[config.mk]
export PLATFORM = sky130hd
export DESIGN_NAME = cfcu_top
export DESIGN_NICKNAME = d
export VERILOG_FILES = /design/src/design/cfcu_pkg.sv /design/src/design/cfcu_sync.sv /design/src/design/cfcu_cond.sv /design/src/design/cfcu_top.sv
export SDC_FILE = /design/constraint.sdc
export NUM_CORES = 1
export LEC_CHECK = 0
export ABC_CLOCK_PERIOD_IN_PS = 3700
export BUFFER_PORTS_ARGS = -buffer_cell sky130_fd_sc_hd__buf_2
export CAP_MARGIN = 20
export CORE_MARGIN = 2
export CORE_UTILIZATION = 45
export DETAILED_ROUTE_END_ITERATION = 12
export PLACE_DENSITY = 0.66
export SYNTH_ARGS = -nofsm -noshare
export SYNTH_HDL_FRONTEND = slang
export SYNTH_HIERARCHICAL = 1
export SYNTH_SLANG_ARGS = --single-unit
[constraint.sdc]
create_clock -name pclk -period 3.7 [get_ports pclk]
set_input_delay 0.74 -clock pclk [delete_from_list [all_inputs] [get_ports pclk]]
set_output_delay 0.74 -clock pclk [all_outputs]
set_load 0.02 [all_outputs]
[src/design/cfcu_pkg.sv]
// Shared constants and types for the control and condition unit
package cfcu_pkg;
   // ************************************************
   // Timing
   // ************************************************
   localparam int unsigned CLK_MHZ    = 200;
   localparam int unsigned OP_CYCLES  = 7;
   localparam logic [2:0]  OP_CNT_END = 3'(OP_CYCLES - 2);
   // ************************************************
   // Register offsets
   // ************************************************
   localparam logic [7:0] ADDR_CMD    = 8'h00;
   localparam logic [7:0] ADDR_DATA   = 8'h04;
   localparam logic [7:0] ADDR_FLAGS  = 8'h08;
   localparam logic [7:0] ADDR_CTRL   = 8'h0C;
   localparam logic [7:0] ADDR_STATUS = 8'h10;
   localparam logic [7:0] ADDR_COND   = 8'h14;
   localparam logic [7:0] ADDR_AUX    = 8'h18;
   // ************************************************
   // Field positions
   // ************************************************
   localparam int FLG_C  = 7;
   localparam int FLG_Z  = 6;
   localparam int FLG_S  = 5;
   localparam int FLG_PV = 4;
   localparam int SEL_C  = 3;
   localparam int SEL_Z  = 2;
   localparam int SEL_S  = 1;
   localparam int SEL_PV = 0;
   localparam int SEL_VEC  = 1;
   localparam int SEL_NVEC = 0;
   localparam int CMD_OPND_LSB = 4;
   localparam int CMD_CSEL     = 8;
   localparam int CTL_SYS  = 14;
   localparam int CTL_VEC_EN  = 12;
   localparam int CTL_NVEC_EN = 11;
   localparam int ST_BUSY    = 0;
   localparam int ST_PRIV    = 1;
   localparam int ST_COND    = 2;
   localparam int ST_RES_IN  = 3;
   localparam int ST_RES_OUT = 4;
   localparam int ST_SYS     = 5;
   // ************************************************
   // Reset values
   // ************************************************
   localparam logic [7:0]  FLAGS_RST = 8'h00;
   localparam logic        SYS_RST   = 1'b1;
   localparam logic [15:0] AUX_RST   = 16'h0000;
   localparam logic [3:0]  CC_RST    = 4'h0;
   // ************************************************
   // Operations
   // ************************************************
   typedef enum logic [3:0] {
      OP_NOP, OP_FLAG_SET, OP_FLAG_CLR, OP_FLAG_COMP,
      OP_IRQ_MASK, OP_IRQ_UNMASK, OP_CTL_TO, OP_CTL_FROM,
      OP_FLGB_TO, OP_FLGB_FROM, OP_RES_TEST, OP_RES_REQ
   } cfcu_op_t;
   typedef enum logic {ST_IDLE, ST_EXEC} cfcu_state_t;
endpackage

[src/design/cfcu_sync.sv]
// Three-stage input synchroniser that changes once two stages agree
`timescale 1ns/1ps
module cfcu_sync (
   // Clock and reset
   input  wire logic pclk,
   input  wire logic presetn,
   // Level in and out
   input  wire logic din,
   output logic      dout
);
   logic s1_q;
   logic s2_q;
   logic s3_q;

   always_ff @(posedge pclk or negedge presetn) begin
      if (!presetn) begin
         s1_q <= 1'b1;
         s2_q <= 1'b1;
         s3_q <= 1'b1;
      end else begin
         s1_q <= din;
         s2_q <= s1_q;
         s3_q <= s2_q;
      end
   end

   // Accept a change only when stages two and three agree
   always_ff @(posedge pclk or negedge presetn) begin
      if (!presetn) begin
         dout <= 1'b1;
      end else if (s2_q == s3_q) begin
         dout <= s3_q;
      end
   end
endmodule // cfcu_sync

[src/design/cfcu_cond.sv]
// Condition field evaluator against the four flags
`timescale 1ns/1ps
module cfcu_cond (
   // Condition field and flag byte
   input  wire logic [3:0] cc,
   input  wire logic [7:0] flags,
   // Result
   output logic            cond_true
);
   logic c;
   logic z;
   logic s;
   logic v;
   logic base;

   assign c = flags[cfcu_pkg::FLG_C];
   assign z = flags[cfcu_pkg::FLG_Z];
   assign s = flags[cfcu_pkg::FLG_S];
   assign v = flags[cfcu_pkg::FLG_PV];

   // Low three bits pick a test, bit 3 inverts it
   always_comb begin
      case (cc[2:0])
         3'h0: base = 1'b0; // RQ10
         3'h1: base = s ^ v; // RQ14
         3'h2: base = z | (s ^ v); // RQ15
         3'h3: base = c | z; // RQ16
         3'h4: base = v; // RQ12
         3'h5: base = s; // RQ11
         3'h6: base = z; // RQ11
         3'h7: base = c; // RQ13
         default: base = 1'b0;
      endcase
      cond_true = base ^ cc[3];
   end
endmodule // cfcu_cond

[src/design/cfcu_top.sv]
// Control-instruction group, flag handling and condition evaluation
`timescale 1ns/1ps
// What this block does
// [RQ1] Set, clear, complement any mix of C, Z, S, P/V in 7 cycles
// [RQ2] Mask or unmask any mix of vectored and non-vectored interrupts in 7 cycles
// [RQ3] Interrupt, control-move and multi-micro operations run only in system mode
// [RQ4] Privileged operation in normal mode is dropped and raises an exception
// [RQ5] Copy general data to or from a control register in 7 cycles
// [RQ6] Copy a byte to or from the flag byte register in 7 cycles
// [RQ7] Resource test sets S when the line is low, clears it when high
// [RQ8] Resource line is sampled; active-low output makes resource requests
// [RQ9] Only the resource request operation drives a request
// [RQ10] Condition 0000 is never true, 1000 always true
// [RQ11] 0110/1110 test Z set/clear; 0101/1101 test S set/clear
// [RQ12] 0100/1100 test P/V set/clear
// [RQ13] 0111/1111 test C set/clear
// [RQ14] 1001 true when S xor P/V is 0, 0001 when it is 1
// [RQ15] 0010 true when Z or (S xor P/V) is 1, 1010 when 0
// [RQ16] 1011 true when C and Z both 0, 0011 when C or Z is 1
module cfcu_top (
   // Clock and reset
   input  wire logic        pclk,
   input  wire logic        presetn,
   // APB slave
   input  wire logic        psel,
   input  wire logic        penable,
   input  wire logic        pwrite,
   input  wire logic [7:0]  paddr,
   input  wire logic [31:0] pwdata,
   output logic [31:0]      prdata,
   output logic             pready,
   output logic             pslverr,
   // Multi-micro lines
   input  wire logic        resource_line_input_n,
   output logic             resource_line_output_n,
   // Mode, interrupt enables, exception and condition
   output logic             system_mode,
   output logic             vectored_irq_en,
   output logic             nonvectored_irq_en,
   output logic             priv_exc,
   output logic             cond_true
);
   // ************************************************
   // Declarations
   // ************************************************
   cfcu_pkg::cfcu_state_t state_q;
   cfcu_pkg::cfcu_op_t    op_q;
   cfcu_pkg::cfcu_op_t    cmd_op;
   logic [2:0]  cnt_q;
   logic [3:0]  opnd_q;
   logic        csel_q;
   logic [7:0]  flags_q;
   logic [15:0] aux_q;
   logic [15:0] data_q;
   logic [3:0]  cc_q;
   logic        priv_st_q;
   logic        res_in_s;
   logic        cond_w;
   logic        setup;
   logic        access;
   logic        bad_addr;
   logic        wr_cmd;
   logic        start_try;
   logic        priv_op;
   logic        start_go;
   logic        priv_hit;
   logic        finish;
   logic [7:0]  fmask;
   logic [15:0] ctl_word;

   // ************************************************
   // Helpers
   // ************************************************
   cfcu_sync u_sync (
      .pclk    (pclk),
      .presetn (presetn),
      .din     (resource_line_input_n),
      .dout    (res_in_s)
   );

   cfcu_cond u_cond (
      .cc        (cc_q),
      .flags     (flags_q),
      .cond_true (cond_w)
   );

   // ************************************************
   // APB decode
   // ************************************************
   assign setup  = psel && !penable;
   assign access = psel && penable && pready && !pslverr;
   assign bad_addr = !(paddr inside {cfcu_pkg::ADDR_CMD, cfcu_pkg::ADDR_DATA,
      cfcu_pkg::ADDR_FLAGS, cfcu_pkg::ADDR_CTRL, cfcu_pkg::ADDR_STATUS,
      cfcu_pkg::ADDR_COND, cfcu_pkg::ADDR_AUX});
   assign wr_cmd = access && pwrite && (paddr == cfcu_pkg::ADDR_CMD);
   assign cmd_op = cfcu_pkg::cfcu_op_t'(pwdata[3:0]);
   assign ctl_word = {1'b0, system_mode, 1'b0, vectored_irq_en,
                      nonvectored_irq_en, 3'h0, flags_q};

   always_ff @(posedge pclk or negedge presetn) begin
      if (!presetn) begin
         pready <= 1'b0;
      end else begin
         pready <= setup;
      end
   end

   // Unmapped address, or a command or data write while busy
   always_ff @(posedge pclk or negedge presetn) begin
      if (!presetn) begin
         pslverr <= 1'b0;
      end else begin
         pslverr <= setup && (bad_addr || (pwrite && state_q == cfcu_pkg::ST_EXEC &&
                    (paddr == cfcu_pkg::ADDR_CMD || paddr == cfcu_pkg::ADDR_DATA)));
      end
   end

   always_ff @(posedge pclk or negedge presetn) begin
      if (!presetn) begin
         prdata <= 32'h0000_0000;
      end else if (setup) begin
         case (paddr)
            cfcu_pkg::ADDR_CMD:    prdata <= {23'h0, csel_q, opnd_q, op_q};
            cfcu_pkg::ADDR_DATA:   prdata <= {16'h0, data_q};
            cfcu_pkg::ADDR_FLAGS:  prdata <= {24'h0, flags_q};
            cfcu_pkg::ADDR_CTRL:   prdata <= {16'h0, ctl_word};
            cfcu_pkg::ADDR_STATUS: prdata <= {26'h0, system_mode, !resource_line_output_n,
                                              !res_in_s, cond_true, priv_st_q,
                                              state_q == cfcu_pkg::ST_EXEC};
            cfcu_pkg::ADDR_COND:   prdata <= {27'h0, cc_q, cond_true};
            cfcu_pkg::ADDR_AUX:    prdata <= {16'h0, aux_q};
            default:               prdata <= 32'h0000_0000;
         endcase
      end
   end

   // ************************************************
   // Operation sequencer
   // ************************************************
   assign start_try = wr_cmd && cmd_op != cfcu_pkg::OP_NOP;
   assign priv_op = cmd_op inside {cfcu_pkg::OP_IRQ_MASK, cfcu_pkg::OP_IRQ_UNMASK,
      cfcu_pkg::OP_CTL_TO, cfcu_pkg::OP_CTL_FROM, cfcu_pkg::OP_RES_TEST,
      cfcu_pkg::OP_RES_REQ}; // RQ3
   assign priv_hit = start_try && priv_op && !system_mode; // RQ4
   assign start_go = start_try && !priv_hit;
   assign finish = state_q == cfcu_pkg::ST_EXEC && cnt_q == cfcu_pkg::OP_CNT_END;

   always_ff @(posedge pclk or negedge presetn) begin
      if (!presetn) begin
         state_q <= cfcu_pkg::ST_IDLE;
         cnt_q   <= 3'h0;
      end else begin
         case (state_q)
            cfcu_pkg::ST_IDLE: begin
               cnt_q <= 3'h0;
               if (start_go) begin
                  state_q <= cfcu_pkg::ST_EXEC;
               end
            end
            cfcu_pkg::ST_EXEC: begin
               cnt_q <= cnt_q + 3'h1;
               if (finish) begin
                  state_q <= cfcu_pkg::ST_IDLE;
               end
            end
            default: state_q <= cfcu_pkg::ST_IDLE;
         endcase
      end
   end

   always_ff @(posedge pclk or negedge presetn) begin
      if (!presetn) begin
         op_q   <= cfcu_pkg::OP_NOP;
         opnd_q <= 4'h0;
         csel_q <= 1'b0;
      end else if (start_go) begin
         op_q   <= cmd_op;
         opnd_q <= pwdata[cfcu_pkg::CMD_OPND_LSB +: 4];
         csel_q <= pwdata[cfcu_pkg::CMD_CSEL];
      end
   end

   // Exception pulse and sticky status; write 1 clears, a new hit wins
   always_ff @(posedge pclk or negedge presetn) begin
      if (!presetn) begin
         priv_exc  <= 1'b0;
         priv_st_q <= 1'b0;
      end else begin
         priv_exc <= priv_hit; // RQ4
         if (priv_hit) begin
            priv_st_q <= 1'b1;
         end else if (access && pwrite && paddr == cfcu_pkg::ADDR_STATUS &&
                      pwdata[cfcu_pkg::ST_PRIV]) begin
            priv_st_q <= 1'b0;
         end
      end
   end

   // ************************************************
   // Flags
   // ************************************************
   assign fmask = {opnd_q[cfcu_pkg::SEL_C], opnd_q[cfcu_pkg::SEL_Z],
                   opnd_q[cfcu_pkg::SEL_S], opnd_q[cfcu_pkg::SEL_PV], 4'h0};

   always_ff @(posedge pclk or negedge presetn) begin
      if (!presetn) begin
         flags_q <= cfcu_pkg::FLAGS_RST;
      end else if (finish) begin
         case (op_q)
            cfcu_pkg::OP_FLAG_SET:  flags_q <= flags_q | fmask; // RQ1
            cfcu_pkg::OP_FLAG_CLR:  flags_q <= flags_q & ~fmask; // RQ1
            cfcu_pkg::OP_FLAG_COMP: flags_q <= flags_q ^ fmask; // RQ1
            cfcu_pkg::OP_FLGB_TO:   flags_q <= data_q[7:0]; // RQ6
            cfcu_pkg::OP_CTL_TO: begin
               if (!csel_q) begin
                  flags_q <= data_q[7:0]; // RQ5
               end
            end
            cfcu_pkg::OP_RES_TEST,
            cfcu_pkg::OP_RES_REQ:   flags_q[cfcu_pkg::FLG_S] <= !res_in_s; // RQ7
            default:                flags_q <= flags_q;
         endcase
      end
   end

   // ************************************************
   // Control word and auxiliary control register
   // ************************************************
   always_ff @(posedge pclk or negedge presetn) begin
      if (!presetn) begin
         system_mode        <= cfcu_pkg::SYS_RST;
         vectored_irq_en    <= 1'b0;
         nonvectored_irq_en <= 1'b0;
      end else if (finish) begin
         case (op_q)
            cfcu_pkg::OP_IRQ_MASK: begin
               if (opnd_q[cfcu_pkg::SEL_VEC]) vectored_irq_en <= 1'b0; // RQ2
               if (opnd_q[cfcu_pkg::SEL_NVEC]) nonvectored_irq_en <= 1'b0; // RQ2
            end
            cfcu_pkg::OP_IRQ_UNMASK: begin
               if (opnd_q[cfcu_pkg::SEL_VEC]) vectored_irq_en <= 1'b1; // RQ2
               if (opnd_q[cfcu_pkg::SEL_NVEC]) nonvectored_irq_en <= 1'b1; // RQ2
            end
            cfcu_pkg::OP_CTL_TO: begin
               if (!csel_q) begin
                  system_mode        <= data_q[cfcu_pkg::CTL_SYS]; // RQ5
                  vectored_irq_en    <= data_q[cfcu_pkg::CTL_VEC_EN];
                  nonvectored_irq_en <= data_q[cfcu_pkg::CTL_NVEC_EN];
               end
            end
            default: system_mode <= system_mode;
         endcase
      end
   end

   always_ff @(posedge pclk or negedge presetn) begin
      if (!presetn) begin
         aux_q <= cfcu_pkg::AUX_RST;
      end else if (finish && op_q == cfcu_pkg::OP_CTL_TO && csel_q) begin
         aux_q <= data_q; // RQ5
      end
   end

   // General register image: written by software, loaded by moves out
   always_ff @(posedge pclk or negedge presetn) begin
      if (!presetn) begin
         data_q <= 16'h0000;
      end else if (finish && op_q == cfcu_pkg::OP_CTL_FROM) begin
         data_q <= csel_q ? aux_q : ctl_word; // RQ5
      end else if (finish && op_q == cfcu_pkg::OP_FLGB_FROM) begin
         data_q <= {8'h00, flags_q}; // RQ6
      end else if (access && pwrite && paddr == cfcu_pkg::ADDR_DATA) begin
         data_q <= pwdata[15:0];
      end
   end

   // ************************************************
   // Resource request and condition
   // ************************************************
   always_ff @(posedge pclk or negedge presetn) begin
      if (!presetn) begin
         resource_line_output_n <= 1'b1;
      end else if (start_go && cmd_op == cfcu_pkg::OP_RES_REQ) begin
         resource_line_output_n <= 1'b0; // RQ9
      end else if (finish) begin
         resource_line_output_n <= 1'b1; // RQ8
      end
   end

   always_ff @(posedge pclk or negedge presetn) begin
      if (!presetn) begin
         cc_q      <= cfcu_pkg::CC_RST;
         cond_true <= 1'b0;
      end else begin
         cond_true <= cond_w; // RQ10
         if (access && pwrite && paddr == cfcu_pkg::ADDR_COND) begin
            cc_q <= pwdata[4:1];
         end
      end
   end
endmodule // cfcu_top

==> impl_metrics.toml, run 1 <==
[clock_network]
cts_tree = "built"
cts_buffer_depth = 2
postCtsSetupRepairBufs = 0
postCtsHoldBufs = 0
path_clk_slew_ns = 0.09
numCtsBuffers = 9
cts-root-buf = "clkbuf_8"
ctsHtreeMaxLevel = 3
insertion_delay_ns = 0.38
cts.sinks = 86
cts_resized = 0

[finish]
utilization_pct = 51.1
drive_gt1_share_pct = 27.4
fillers = 1002
area_growth_pct = 11.0
n_antenna_cell = 0
nets = 581

[timing]
hold_slack_ns = 0.355
slew_headroom_pct = 29.3
setup-tns-final_ns = 0
max_freq_mhz = 385
clock_skew_ns = 0.00985
slew_viol_final = 0
min_period_over_period_pct = 70.2
hold_viol = 0
rsz0062_at_grt = "false"
setup_viol = 0
fin_crit_ns = 2.60
worst_pin_slew_ns = 1.06

[worst_setup_path]
worst-path-max-fanout = 17
endpoint_kind = "flop"
critPathKind = "reg -> reg"
worst_ep_arrival_time_ns = 2.87
critPathRequiredTime_ns = 3.98
startpoint_type = "flop"

[detailed_routing]
viasPerCell = 5.79
ant_nets = 0
wl_per_cell_um = 18.7
first_pass_iters = 4
drtIter0Drc = 297
routed_wl_mm = 12.5
drc = 0
vias = 3881

[synth]
synth_fa_ha_area_share_pct = 2.75
synth_top_family_by_area = "compound AO/OA/AOI/OAI gates"
ys_seq_elements = 86
synth_mux_area_share_pct = 14.6
synth-simple-area-share_pct = 15.8
syn_avg_cell_area_um2 = 10.3
postSynthCellCount = 483
ys_seq_area_share_pct = 43.5
synth-xor-area-share_pct = 0.529
netlist_area_um2 = 4960
synth_compound_gate_area_share_pct = 16.1
synth.distinct_cells = 59
yosysWarnings = 6

[power_and_ir_drop]
power.density_nw_per_um2 = 340
ir_worst_vdd_uv = 156
p_leak_nw = 2.64

[die]
coreArea_um2 = 10800
die-area_um2 = 11900
ios = 86
die_y_um = 109
die_x_um = 109
rows = 38
initial_core_util_pct = 46.0

[grt]
grt_pass1_vias = 3767
grt.total_usage_pct = 22.4
antenna_found_initial = 0
grt_max_degree = 87
grt-ovfl-total = 0
grt_pass1_wl_mm = 19.8

[placed_design]
gp_congestion = 0.896
dp_hpwl_mm = 8.68
io_buffers = 53

[run]
cap_violations = 0

[run_status]
outcome = "completed"

[worst_hold_path]
hold_class = "in -> async"
[through the flow]
stage,area (um^2),power (mW),worst slack (ns),instances
final,5510,1.87,1.10,670
after global routing,5510,1.93,0.950,670
after CTS,5490,1.88,1.11,669
after detailed placement,5250,1.09,0.969,653
after global placement,5250,1.08,0.961,653
after floorplan,5020,1.04,1.43,498
[metal layers]
metal / up-vias / track usage (%) / share of wire [%]
li1: 1798 / - / -
met2: 116 / 35.9 / 49
met5: - / 0 / 0
met4: 0 / 10.7 / 2.4
met1: 1947 / 29.2 / 43
met3: 20 / 3.89 / 5.8
[final timing paths]
kind,cells past startpoint,from,slack (ns),to
max in group asynchronous,2,presetn,2.66,system_mode
worst min-delay path,1,presetn,0.35,flags_q[7]
worst max-delay path,6,op_q[3],1.10,data_q[2]
worst max register to register,6,op_q[3],1.10,data_q[2]
min in group pclk,0,u_sync/s1_q,0.36,u_sync/s2_q
worst min register to register,0,u_sync/s1_q,0.36,u_sync/s2_q
[cell usage after synthesis (all sizes together)]
cell type	n	area, um^2
o22a	1	8.76
buf	29	201
clkbuf	16	60.1
or4	2	18.8
mux4	4	90.1
dfstp	6	158
conb	1	3.75
nor3b	8	76.3
a21o	7	52.6
maj3	1	11.3
nand3b	7	52.6
nand2b	9	56.3
and3b	1	8.76
a211oi	3	22.5
a32oi	12	105
a22o	3	26.3
o21ai	38	190
nand4	2	12.5
o31ai	6	60.1
and3	8	50.1
o41ai	1	8.76
nand2	48	180
nand3	16	85.1
nor4bb	3	30.0
xor2	3	26.3
nor2b	10	62.6
dfrtp	80	2000
and2	6	37.5
a221oi	9	97.6
o21a	1	7.51
a31oi	3	25.0
nor3	5	36.3
a21oi	22	110
nor2	17	71.3
ha	10	125
o211a	2	20.0
o211ai	2	15.0
mux2i	13	130
a32o	1	10.0
a22oi	3	22.5
inv	19	71.3
mux2	42	503
a21boi	2	15.0
or2	1	6.26
[cells by family after synthesis]
kind of cell               count (synthesis)
xor gates and xnor gates                   3
other                                      1
muxes                                     59
adders and majority gates                 11
buffers and inverters                     64
AOI/OAI and AO/OA                        116
and+or+nand+nor                          143
DFF                                       86
[cells in the final DEF, fill, tap and decap left out, types with 4 or more instances in the layout]
cell type  instances
dfstp_2            6
dfrtp_1           80
nand2_1           48
conb_1            16
nand3_1           15
buf_2             52
a221oi_1           6
a21o_1             7
mux2_4             8
ha_1              10
mux4_2             4
clkbuf_8           9
nor3_1             4
nor2_1            14
buf_4              8
nor2b_1           10
nand2b_1           9
o21ai_0           36
mux2i_1           13
mux2_2            34
nor3b_1            6
a21oi_1           22
inv_1             19
and2_1             5
nand3b_1           7
and3_1             8
a32oi_1           12
[sequential cells by signal, indices dropped and copies added (netlist names), 3 cells and up]
signal   count
aux_q       16
data_q      16
prdata      16
flags_q      8
cc_q         4
op_q         4
opnd_q       4
cnt_q        3
[power by group]
group	total, mW	switching, mW	internal, mW
clock network	0.804	0.355	0.449
registers	0.952	0.00493	0.947
logic	0.118	0.0830	0.0348
[worst max-delay path: stages (launching register included)]
cell and delay [ns]:
dfrtp_1 0.68, and3b_1 0.25, o211a_1 0.23, a31oi_2 0.76
buf_4 0.31, a221oi_1 0.06, a21o_1 0.20
[layout make-up]
| type | instances | area [um^2] | share of cell area [%] |
|---|---|---|---|
| Clock buffer | 10 | 128 | 2.32 |
| Clock inverter | 6 | 109 | 1.98 |
| Inverter | 19 | 71.3 | 1.29 |
| Multi-Input combinational cell | 348 | 2530 | 45.9 |
| Sequential cell | 86 | 2160 | 39.2 |
| Tap cell | 140 | 175 | 3.18 |
| Timing Repair Buffer | 61 | 340 | 6.18 |
Power figures use the tool's default switching activity.
==> run 2, diff against run 1 <==
--- a/config.mk
+++ b/config.mk
@@ -5,13 +5,14 @@
 export SDC_FILE = /design/constraint.sdc
 export NUM_CORES = 1
 export LEC_CHECK = 0
-export ABC_CLOCK_PERIOD_IN_PS = 3700
+export ABC_AREA = 1
+export ABC_CLOCK_PERIOD_IN_PS = 2300
 export BUFFER_PORTS_ARGS = -buffer_cell sky130_fd_sc_hd__buf_2
 export CAP_MARGIN = 20
 export CORE_MARGIN = 2
 export CORE_UTILIZATION = 45
 export DETAILED_ROUTE_END_ITERATION = 12
-export PLACE_DENSITY = 0.66
+export PLACE_DENSITY = 0.69
 export SYNTH_ARGS = -nofsm -noshare
 export SYNTH_HDL_FRONTEND = slang
 export SYNTH_HIERARCHICAL = 1
==> constraint.sdc (replaced) <==
create_clock -name pclk -period 2.3 [get_ports pclk]
set_input_delay 0.46 -clock pclk [delete_from_list [all_inputs] [get_ports pclk]]
set_output_delay 0.46 -clock pclk [all_outputs]
set_load 0.02 [all_outputs]
==> impl_metrics.toml, run 2 <==
[run_status]
outcome = "completed"

[timing]
layout_setup_ws_ns = 0.389
setup-tns-final_ns = 0
worst_pin_slew_ns = 0.586
fin_crit_ns = 1.91
min_period_over_period_pct = 83.1
rsz0062_at_grt = "false"
clock_skew_ns = 0.00961
slew_headroom_pct = 60.6
hold_viol = 0
slew_viol_final = 0
max_freq_mhz = 523
setup_viol = 0

[clock_network]
cts_tree = "built"
path_clk_slew_ns = 0.07
cts-root-buf = "clkbuf_16"
ctsHtreeMaxLevel = 3
cts.sinks = 86
numCtsBuffers = 9
cts_buffer_depth = 2
insertion_delay_ns = 0.35

[worst_hold_path]
hold_class = "in -> reg"

[synth]
yosys.area.top_type = "dfrtp_1"
synth.area.top_cells = "dfrtp_1, nand2_1, nand3_1"
synth_top_area_share_pct = 39.4
synth-edff-count = 0
ys_top_cells_by_count = "nand2_1, dfrtp_1, inv_1, nand3_1, nor2_1"
yosysMostFrequentCell = "nand2_1"
yosysWarnings = 6
netlist_area_um2 = 5080
ys_seq_elements = 86
synth_ff_type = "dfrtp_1"
syn_avg_cell_area_um2 = 7.24
postSynthCellCount = 702
synth.distinct_cells = 31
ys_async_sr_fraction_pct = 100
ys_seq_area_share_pct = 42.5

[finish]
area_growth_pct = 13.4
mostFrequentLayoutCell = "nand2_1"
finalNonFillerCells = 901
utilization_pct = 52.7
reg_top3 = "aux_q x16, data_q x16, prdata x16"
n_antenna_cell = 0
drive_gt1_share_pct = 17.2
final_cell_mix = "nand2_1, dfrtp_1, inv_1, nand3_1, nor2_1"
nets = 812

[detailed_routing]
drc = 0
viasPerCell = 5.29
wl_per_cell_um = 14.8
ant_nets = 0
vias = 4770
drtIter0Drc = 305
first_pass_iters = 7
routed_wl_mm = 13.3

[die]
coreArea_um2 = 10900
die_y_um = 110
die-area_um2 = 12200
die_x_um = 110
initial_core_util_pct = 46.5
ios = 86
rows = 38

[grt]
grt-ovfl-total = 0
grt.total_usage_pct = 23.3
grt_pass1_wl_mm = 21.6
grt_use_met2_pct = 38.4
grt_pass1_vias = 4578
use_met1_pct = 30.3
grt.busiest_layer = "met2"
antenna_found_initial = 0
grt_max_degree = 76
grt_use_met3_pct = 4.29

[worst_setup_path]
cpMostUsedCell = "nand2_4"
endpoint_kind = "flop"
worst-path-max-fanout = 20
slowest_stage = "dfrtp_1"
crit_path_cell_trace = "ha_1 > nand3_2 > clkinv_2 > nand2_2 > nand2_4 > inv_4 > nand2_4 > nand2_1 > o21ai_1"
worst_ep_arrival_time_ns = 2.13
critPathKind = "reg -> reg"
cpPeakStageDelay_ns = 0.40
critPathRequiredTime_ns = 2.52
startpoint_type = "flop"

[placed_design]
post-place-ws_ns = 0.428
dp.cells = 884
io_buffers = 53
dp_hpwl_mm = 9.74
gp_congestion = 0.919

[power_and_ir_drop]
p_leak_nw = 3.03
p_total_mw = 3.43
ir_worst_vdd_uv = 350
power.density_nw_per_um2 = 595

[run]
cap_violations = 0
## run 2: final cells by class
cell class / instances / area, um^2
fillers: 1054 / 5170
inverters: 78 / 297
flip-flops and latches: 86 / 2160
well taps: 140 / 175
repair buffers: 62 / 350
clock inverters: 5 / 106
multi-input cells: 519 / 2430
clock buffers: 11 / 243
## run 2: path summary, 6_finish.rpt
check	start	endpoint	slack (ns)	cells past startpoint
hold reg to reg	u_sync/s1_q	u_sync/s2_q	0.36	0
min in group asynchronous	presetn	cond_true	0.50	2
setup reg to reg	cnt_q[0]	data_q[14]	0.39	9
hold / removal	resource_line_input_n	u_sync/s1_q	0.21	1
max in group asynchronous	presetn	system_mode	1.14	3
setup / recovery	cnt_q[0]	data_q[14]	0.39	9
## run 2: per-layer routing
layer  wire length [um]  up-vias
li1                   -     2293
met1               5890     2247
met2               6090      194
met3                965       36
met4                371        0
met5                  0        -
## run 2: worst max-delay path: cells and delay by family (launching register included)
family / cells / cell delay, ns
and+or+nand+nor: 5 / 0.77
AOI/OAI and AO/OA: 1 / 0.07
adders and majority gates: 1 / 0.21
buffers and inverters: 2 / 0.32
DFF: 1 / 0.40
## run 2: cell families after synthesis
logic type	after synthesis	share of synthesized area (%)
AOI/OAI and AO/OA	80	8.66
adders and majority gates	10	2.46
buffers and inverters	112	10.8
DFF	86	42.5
muxes	3	0.886
other	1	0.0737
and+or+nand+nor	410	34.7
## run 2: metrics by stage
stage / instance area (um^2) / hold slack, ns
6_report: 5760 / 0.210
5_1_grt: 5760 / 0.207
4_1_cts: 5760 / 0.215
3_5_place_dp: 5410 / 0.319
3_3_place_gp: 5410 / 0.318
2_1_floorplan: 5140 / 0.164
## run 2: where the power goes
group / internal (mW) / total, mW / switching (mW)
sequential: 1.53 / 1.53 / 0.00687
clock: 1.10 / 1.72 / 0.623
combinational: 0.0474 / 0.179 / 0.132
total: 2.67 / 3.43 / 0.761
## run 2: repair_timing
action / 4_1_cts / 5_1_grt
endpoints found under the hold margin: 7 / 0
hold buffers: 1 / 0
buffers inserted: 0 / 0
resized for setup: 0 / 0
